### src/csq_pkg.sv
// Shared constants and types for the clock source switch sequencer.
`default_nettype none
package csq_pkg;
    // ************************************************************
    // Register map
    // ************************************************************
    localparam logic [2:0] ADDR_MODE  = 3'h0;
    localparam logic [2:0] ADDR_STIME = 3'h1;
    localparam logic [2:0] ADDR_CTRL  = 3'h2;
    localparam logic [2:0] ADDR_STAT  = 3'h3;
    localparam logic [2:0] ADDR_SYS   = 3'h4;
    localparam logic [2:0] ADDR_SUB   = 3'h5;
    // ************************************************************
    // Field positions
    // ************************************************************
    localparam int B_EXT   = 7;
    localparam int B_OSEL  = 6;
    localparam int B_AMP   = 0;
    localparam int B_MAIN_OSCILLATOR_STOP = 7;
    localparam int B_FIX1  = 6;
    localparam int B_MEN   = 1;
    localparam int B_HSTOP = 0;
    localparam int B_CLS   = 7;
    localparam int B_CSEL  = 6;
    localparam int B_MCS   = 5;
    localparam int B_MSEL  = 4;
    localparam int B_OCS   = 1;
    localparam int B_OSEL1 = 0;
    localparam int B_LSEL  = 0;
    // ************************************************************
    // Reset values and timing
    // ************************************************************
    localparam logic [2:0] STIME_RST = 3'h7;
    localparam logic [1:0] SW_CYC    = 2'h3;
    localparam logic [7:0] ALL_FLAGS = 8'hff;
    // Elapsed-count exponents of the stabilization flags, flag 7 first.
    localparam logic [4:0] STAB_EXP [8] = '{5'h08, 5'h09, 5'h0a, 5'h0b,
                                            5'h0d, 5'h0f, 5'h11, 5'h12};
    localparam int CNT_W = 19;
    // ************************************************************
    // Types
    // ************************************************************
    typedef enum logic [1:0] {
        SRC_HS = 2'h0,
        SRC_MS = 2'h1,
        SRC_XT = 2'h2,
        SRC_LS = 2'h3
    } csq_src_t;
    typedef enum logic [1:0] {
        SW_IDLE = 2'h1,
        SW_WAIT = 2'h2
    } csq_sw_t;
endpackage
`default_nettype wire

### src/csq_top.sv
// Clock source enables, stabilization counter and switch sequencer.
// Functional notes
// - Three-bit stabilization-time code; about 102 us at 10 MHz.
// - Clearing main-oscillator-stop starts the crystal when osel is set; setting it stops it unless it drives the clock.
// - Read-only elapsed flags set progressively; software polls them.
// - Main-system-clock select set chooses the high-speed system clock.
// - Main status reads one once in use; check before stopping the crystal.
// - Middle-speed enable starts the middle-speed oscillator; clearing it stops it once it no longer drives the clock.
// - Clearing high-speed stop starts it; software waits 65 us.
// - Clearing CPU clock select puts main system clock on CPU.
// - CPU status reads zero on main clock; check before stopping low-speed.
// - On-chip select zero picks high-speed, one middle-speed; status follows.
// - Low-speed select bit starts the low-speed oscillator, 210 us.
// - CPU clock select set puts subsystem clock on CPU; status one.
// - High-speed stop halts it once it no longer drives the clock.
`timescale 1ns/10ps
`default_nettype none
module csq_top
    import csq_pkg::*;
(
    // Clock and reset
    input  wire logic       mclk,
    input  wire logic       nrst,
    // Register port
    input  wire logic [2:0] reg_addr,
    input  wire logic [7:0] reg_wdata,
    input  wire logic       reg_wr,
    input  wire logic       reg_rd,
    output var  logic [7:0] reg_rdata,
    // Crystal oscillation monitor pin
    input  wire logic       xtal_pulse,
    // Oscillator controls
    output var  logic       xtal_osc_en,
    output var  logic       ext_clk_mode,
    output var  logic       high_amplitude,
    output var  logic       hs_osc_en,
    output var  logic       ms_osc_en,
    output var  logic       ls_osc_en,
    output var  logic [1:0] clk_source
);
    // ************************************************************
    // Reset release
    // ************************************************************
    logic rst_meta_reg;
    logic rst_n_reg;
    always_ff @(posedge mclk or negedge nrst) begin
        if (!nrst) begin
            rst_meta_reg <= 1'b0;
            rst_n_reg    <= 1'b0;
        end else begin
            rst_meta_reg <= 1'b1;
            rst_n_reg    <= rst_meta_reg;
        end
    end
    // ************************************************************
    // State
    // ************************************************************
    typedef struct packed {
        logic             ext;
        logic             osel;
        logic             amp;
        logic [2:0]       stime;
        logic             main_oscillator_stop;
        logic             men;
        logic             hstop;
        logic             csel;
        logic             msel;
        logic             osel1;
        logic             lsel;
        logic             cpu_clock_status;
        logic             main_system_clock_status;
        logic             ocs;
        csq_sw_t          sw;
        logic [1:0]       swcnt;
        logic [2:0]       xs;
        logic             xlvl;
        logic [CNT_W-1:0] cnt;
        logic             xt_en;
        logic             hs_en;
        logic             ms_en;
        logic             ls_en;
        csq_src_t         src;
        logic [7:0]       rdata;
    } csq_state_t;
    csq_state_t st_reg;
    csq_state_t st_next;
    logic [7:0]       flags;
    logic [CNT_W-1:0] limit;
    csq_src_t         cur_src;
    logic             tgt_diff;
    always_comb begin
        // Elapsed flags compare against powers of two; flag 7 is the shortest.
        for (int i = 0; i < 8; i++) begin
            flags[7-i] = st_reg.cnt >= (CNT_W'(1) << STAB_EXP[i]);
        end
        if (st_reg.ext) begin
            flags = ALL_FLAGS;
        end
        limit    = CNT_W'(1) << STAB_EXP[st_reg.stime];
        cur_src  = st_reg.cpu_clock_status ? SRC_LS : st_reg.main_system_clock_status ? SRC_XT :
                   st_reg.ocs ? SRC_MS : SRC_HS;
        tgt_diff = {st_reg.csel, st_reg.msel, st_reg.osel1} !=
                   {st_reg.cpu_clock_status, st_reg.main_system_clock_status, st_reg.ocs};
    end
    always_comb begin
        st_next       = st_reg;
        st_next.rdata = 8'h00;
        // Writes.
        if (reg_wr) begin
            case (reg_addr)
                ADDR_MODE: begin
                    st_next.ext  = reg_wdata[B_EXT];
                    st_next.osel = reg_wdata[B_OSEL];
                    st_next.amp  = reg_wdata[B_AMP];
                end
                ADDR_STIME: st_next.stime = reg_wdata[2:0];
                ADDR_CTRL: begin
                    st_next.main_oscillator_stop = reg_wdata[B_MAIN_OSCILLATOR_STOP];
                    st_next.men   = reg_wdata[B_MEN];
                    st_next.hstop = reg_wdata[B_HSTOP];
                end
                ADDR_SYS: begin
                    st_next.csel  = reg_wdata[B_CSEL];
                    st_next.osel1 = reg_wdata[B_OSEL1];
                    // Guarded so main select cannot change while the CPU runs on or selects the low-speed clock.
                    if (!st_reg.cpu_clock_status && !st_reg.csel) begin
                        st_next.msel = reg_wdata[B_MSEL];
                    end
                end
                ADDR_SUB: st_next.lsel = reg_wdata[B_LSEL];
                default: ;
            endcase
        end
        // Reads, answered in the following cycle only.
        if (reg_rd) begin
            case (reg_addr)
                ADDR_MODE:  st_next.rdata = {st_reg.ext, st_reg.osel, 5'h00, st_reg.amp};
                ADDR_STIME: st_next.rdata = {5'h00, st_reg.stime};
                ADDR_CTRL:  st_next.rdata = {st_reg.main_oscillator_stop, 1'b1, 4'h0, st_reg.men,
                                             st_reg.hstop};
                ADDR_STAT:  st_next.rdata = flags;
                ADDR_SYS:   st_next.rdata = {st_reg.cpu_clock_status, st_reg.csel, st_reg.main_system_clock_status,
                                             st_reg.msel, 2'h0, st_reg.ocs,
                                             st_reg.osel1};
                ADDR_SUB:   st_next.rdata = {7'h00, st_reg.lsel};
                default:    st_next.rdata = 8'h00;
            endcase
        end
        // Crystal monitor: a level counts once the last two stages agree.
        st_next.xs = {st_reg.xs[1:0], xtal_pulse};
        if (st_reg.xs[1] == st_reg.xs[2]) begin
            st_next.xlvl = st_reg.xs[2];
        end
        if (!st_reg.xt_en) begin
            st_next.cnt = '0;
        end else if (st_next.xlvl && !st_reg.xlvl && st_reg.cnt < limit) begin
            st_next.cnt = st_reg.cnt + CNT_W'(1);
        end
        // Status moves only after the selects have differed from the status for the settle time.
        case (st_reg.sw)
            SW_IDLE: begin
                if (tgt_diff) begin
                    st_next.sw    = SW_WAIT;
                    st_next.swcnt = SW_CYC;
                end
            end
            SW_WAIT: begin
                if (!tgt_diff) begin
                    st_next.sw = SW_IDLE;
                end else if (st_reg.swcnt != 2'h0) begin
                    st_next.swcnt = st_reg.swcnt - 2'h1;
                end else begin
                    st_next.cpu_clock_status = st_reg.csel;
                    st_next.main_system_clock_status = st_reg.msel;
                    st_next.ocs = st_reg.osel1;
                    st_next.sw  = SW_IDLE;
                end
            end
            default: st_next.sw = SW_IDLE;
        endcase
        // Enables: the source now driving the clock is never gated off.
        st_next.xt_en = (st_reg.osel && !st_reg.main_oscillator_stop) || cur_src == SRC_XT;
        st_next.hs_en = !st_reg.hstop || cur_src == SRC_HS;
        st_next.ms_en = st_reg.men || cur_src == SRC_MS;
        st_next.ls_en = st_reg.lsel || cur_src == SRC_LS;
        st_next.src   = cur_src;
    end
    always_ff @(posedge mclk or negedge rst_n_reg) begin
        if (!rst_n_reg) begin
            st_reg       <= '0;
            st_reg.stime <= STIME_RST;
            st_reg.main_oscillator_stop <= 1'b1;
            st_reg.sw    <= SW_IDLE;
            st_reg.hs_en <= 1'b1;
            st_reg.src   <= SRC_HS;
        end else begin
            st_reg <= st_next;
        end
    end
    // ************************************************************
    // Outputs
    // ************************************************************
    assign reg_rdata      = st_reg.rdata;
    assign xtal_osc_en    = st_reg.xt_en;
    assign ext_clk_mode   = st_reg.ext;
    assign high_amplitude = st_reg.amp;
    assign hs_osc_en      = st_reg.hs_en;
    assign ms_osc_en      = st_reg.ms_en;
    assign ls_osc_en      = st_reg.ls_en;
    assign clk_source     = st_reg.src;
    // ************************************************************
    // Checks
    // ************************************************************
    AST_XT_START: assert property (@(posedge mclk) disable iff (!rst_n_reg)
        reg_wr && reg_addr == ADDR_CTRL && !reg_wdata[B_MAIN_OSCILLATOR_STOP] && st_reg.osel
        |=> ##1 xtal_osc_en) else $error("crystal not started");
    AST_MS_EN: assert property (@(posedge mclk) disable iff (!rst_n_reg)
        reg_wr && reg_addr == ADDR_CTRL && reg_wdata[B_MEN] |=> ##1 ms_osc_en)
        else $error("middle oscillator not started");
    AST_HS_EN: assert property (@(posedge mclk) disable iff (!rst_n_reg)
        reg_wr && reg_addr == ADDR_CTRL && !reg_wdata[B_HSTOP] |=> ##1 hs_osc_en)
        else $error("high-speed oscillator not started");
    AST_LS_EN: assert property (@(posedge mclk) disable iff (!rst_n_reg)
        reg_wr && reg_addr == ADDR_SUB && reg_wdata[B_LSEL] |=> ##1 ls_osc_en)
        else $error("low-speed oscillator not started");
    AST_HOLD_SRC: assert property (@(posedge mclk) disable iff (!rst_n_reg)
        (clk_source == SRC_HS |-> hs_osc_en) and (clk_source == SRC_MS |-> ms_osc_en)
        and (clk_source == SRC_LS |-> ls_osc_en) and (clk_source == SRC_XT |-> xtal_osc_en))
        else $error("driving source gated off");
    AST_STAT_LAG: assert property (@(posedge mclk) disable iff (!rst_n_reg)
        $rose(st_reg.cpu_clock_status) |-> $past(st_reg.csel, 4)) else $error("status changed early");
    AST_CPU_SEL: assert property (@(posedge mclk) disable iff (!rst_n_reg)
        st_reg.sw == SW_IDLE && $rose(st_reg.csel) |-> ##[1:6] st_reg.cpu_clock_status)
        else $error("cpu status did not follow");
    AST_MAIN_SEL: assert property (@(posedge mclk) disable iff (!rst_n_reg)
        st_reg.sw == SW_IDLE && $rose(st_reg.msel) |-> ##[1:6] st_reg.main_system_clock_status)
        else $error("main status did not follow");
    AST_RD_STAT: assert property (@(posedge mclk) disable iff (!rst_n_reg)
        reg_rd && reg_addr == ADDR_STAT && st_reg.ext |=> reg_rdata == ALL_FLAGS)
        else $error("external clock flags wrong");
    AST_CNT_CAP: assert property (@(posedge mclk) disable iff (!rst_n_reg)
        st_reg.cnt <= (CNT_W'(1) << STAB_EXP[st_reg.stime]) || $changed(st_reg.stime)
        || $past(st_reg.stime) != st_reg.stime) else $error("counter past limit");
endmodule // csq_top
`default_nettype wire

### config.mk
export PLATFORM = sky130hd
export DESIGN_NAME = csq_top
export DESIGN_NICKNAME = d
export VERILOG_FILES = /design/src/csq_pkg.sv /design/src/csq_top.sv
export SDC_FILE = /design/constraint.sdc
export NUM_CORES = 1
export LEC_CHECK = 0
export ABC_AREA = 1
export BUFFER_PORTS_ARGS = -buffer_cell sky130_fd_sc_hd__buf_2
export CAP_MARGIN = 20
export CORE_MARGIN = 2
export CORE_UTILIZATION = 30
export CTS_BUF_LIST = sky130_fd_sc_hd__clkbuf_8
export CTS_CLUSTER_SIZE = 8
export DETAILED_ROUTE_END_ITERATION = 7
export GPL_ROUTABILITY_DRIVEN = 1
export GPL_TIMING_DRIVEN = 0
export SLEW_MARGIN = 5
export SYNTH_ARGS = -nofsm -noshare
export SYNTH_HDL_FRONTEND = slang
export SYNTH_SLANG_ARGS = --single-unit
export TNS_END_PERCENT = 1
### constraint.sdc
create_clock -name mclk -period 2.94 [get_ports mclk]
set_input_delay 0.147 -clock mclk [delete_from_list [all_inputs] [get_ports mclk]]
set_output_delay 0.147 -clock mclk [all_outputs]
set_load 0.05 [all_outputs]
==> results.cfg <==
[placement]
dp_hpwl_mm = 5.98
place_inst = 617
gp_congestion = 0.806
io_buffers = 29

[clocking]
cts-root-buf = clkbuf_8
ctsHtreeMaxLevel = 3
cts.clk_slew.worst_paths_ns = 0.08
cts_resized = 0
cts_setup_buffers = 0
cts_tree = done
cts_buffer_depth = 2
clk_latency_ns = 0.35
numCtsBuffers = 9
cts.hold.buffers_added = 2
cts.sinks = 59

[logic_synthesis]
synth_mux_area_frac = 0.00320
yosys.area_share.simple = 0.308
synth_area_per_cell_um2 = 8.00
synth_adder_area_share = 0.0569
ys_async_sr_fraction = 1.00
synth_top_family_by_area = simple AND/OR/NAND/NOR gates
synth_ff_type = dfrtp_1
synth-xor-area-share = 0.0373
syn-instance-count = 440
synth_area_mm2 = 0.00352
synth_compound_area_frac = 0.0704
seq_area_frac_synth = 0.421
synth_edf_count = 0
ys_ff_latch = 59
yosysWarnings = 0
synth_cell_type_count = 39

[global_route]
grt_pass1_vias = 2883
grt_util_met2 = 0.212
grt_pass1_wl_mm = 13.3
antenna_found_initial = 0
overflow = 0
grt_max_degree = 35
busiest_layer = met2
met3_usage = 0.0335
met1_usage = 0.166
grt.total_usage = 0.130

[final_layout]
largest_reg_flops = 39
regArea_mm2 = 0.00149
final_nets = 519
num_antenna_cells = 0
mostFrequentLayoutCells = 111 x nand2_1, 54 x inv_1, 52 x dfrtp_1
final_common_cell = nand2_1
multi_input_area_mm2 = 0.00169
fin_util = 0.359
drive_above_1_share = 0.195
syn2layout_area_growth_pct = 16.5
fillers = 1212
final_cell_count_no_fill = 635

[worst_setup_path]
critPathSlowestCell = dfstp_2
worst_path_most_repeated_cell = nand2_1
setup.worst_path.end_class = flop
start_kind = flop
worst_path_largest_cell_delay_ns = 0.57
path_cells = inv_1 -> nor2_1 -> nand2_1 -> ha_1 -> nand2_1 -> nor3_1 -> nand2_2 -> nand4_4 -> buf_8 -> nand3_1 -> nand2_1
arrival_ns = 2.57
path_max_fanout = 10
worst-setup-path-type = flop to flop
reg2reg_depth = 11
crit_required_ns = 3.23

[power_and_ir_drop]
powerDensity_mw_per_mm2 = 627
power_frac_seq = 0.416
p_switching_uw = 990
clockPowerShare = 0.293
swShare = 0.385
p_int_mw = 1.58
p_comb_frac = 0.291
irDropWorstVdd_mv = 0.332
p_leak_nw = 2.09
p_total_mw = 2.57

[timing]
report.final.slew_viol_count = 0
min_period_ns = 2.28
tns_ns = 0
fin_crit_sh = 0.777
worstMarginPinSlew_ns = 0.556
rsz0062_at_grt = false
setup_viol = 0
slew_headroom = 0.629
finClkSkew_ns = 0.0121
fmax_ghz = 0.438
hold_violations = 0

[drt]
dr.pass1.iters = 5
viasPerCell = 4.56
drt-initial-drc-count = 104
wl_mm = 7.70
drc = 0
wl_per_cell_um = 12.1
vias = 2895
drtAntennaViolNets = 0

[floorplanning]
dieArea_mm2 = 0.0126
core-area_mm2 = 0.0114
initial_utilization = 0.308
die_h_um = 112
rows = 39
num_io_pins = 32
die_w_um = 112

[run_status]
status = finished clean

[hold_path]
min_path_type = primary input to flop
holdPathStages = 3

[flow_run]
maxCapViolCount = 0
==> power groups by stage <==
stage	registers (mW)	clock network, mW	logic (mW)
floorplan	1.15	0	0.488
global placement	1.09	0	0.722
detailed placement	1.09	0	0.753
CTS	1.07	0.777	0.758
global route	1.09	0.807	0.829
finish	1.07	0.754	0.750
==> final cells by class <==
class	instances	area share
clock inverters	7	0.0186
clock buffers	9	0.0302
flip-flops and latches	59	0.362
inverters	59	0.0540
plain buffers	16	0.0333
multi-input cells	310	0.413
repair buffers	32	0.0451
well taps	143	0.0436
==> Yosys cell counts (2+ instances only) <==
| cell type | number | area share |
|---|---|---|
| xor2_1 | 8 | 0.020 |
| nor2_4 | 2 | 0.0064 |
| nand3_2 | 11 | 0.031 |
| inv_1 | 54 | 0.058 |
| dfstp_2 | 6 | 0.045 |
| xnor2_1 | 7 | 0.017 |
| nor3_1 | 5 | 0.0071 |
| nor3_2 | 2 | 0.0057 |
| o21ai_0 | 22 | 0.031 |
| ha_1 | 16 | 0.057 |
| nand4_1 | 6 | 0.011 |
| nand3_1 | 38 | 0.054 |
| buf_4 | 10 | 0.021 |
| nand2_2 | 3 | 0.0053 |
| a31oi_1 | 2 | 0.0036 |
| dfrtp_1 | 53 | 0.38 |
| o22ai_1 | 2 | 0.0036 |
| clkbuf_1 | 2 | 0.0021 |
| nor2_1 | 46 | 0.049 |
| a21oi_1 | 13 | 0.018 |
| nand2_1 | 111 | 0.12 |
| inv_2 | 4 | 0.0043 |
==> worst max-delay path: cells and delay by family, from the launching register on <==
kind	cells	cell delay (ns)
fa+ha+maj	1	0.29
buf+inv	2	0.25
flops	1	0.57
simple gates	8	1.13
==> cells by family after synthesis <==
group | after synthesis
and+or+nand+nor | 229
buffers and inverters | 75
DFF | 59
AOI/OAI and AO/OA | 44
adders and majority gates | 16
xor gates and xnor gates | 15
other | 1
muxes | 1
==> path summary, 6_finish.rpt <==
path / start / end / slack (ns)
worst max register to register: st_reg[51] / st_reg[20] / 0.66
min in group asynchronous: nrst / rst_n_reg / 0.09
worst min-delay path: reg_wdata[6] / st_reg[47] / 0.02
worst max-delay path: st_reg[51] / st_reg[20] / 0.66
max in group asynchronous: rst_n_reg / hs_osc_en / 2.02
worst min register to register: rst_n_reg / st_reg[49] / 0.26
==> metal layers <==
metal	wire length, um	up-vias
li1	-	1490
met1	3600	1339
met2	3620	49
met3	310	17
met4	174	0
met5	0	-
==> per-stage QoR <==
stage                     area (um^2)  setup WS [ns]  hold slack, ns
final                            4100          0.655          0.0218
after detailed placement         3880          0.654         -0.0660
after global routing             4100          0.462          0.0192
after CTS                        4100          0.658         0.00567
after global placement           3860          0.511         -0.0677
after floorplan                  3540          0.943          -0.149
Note: power is estimated with default switching activity, not from simulation.
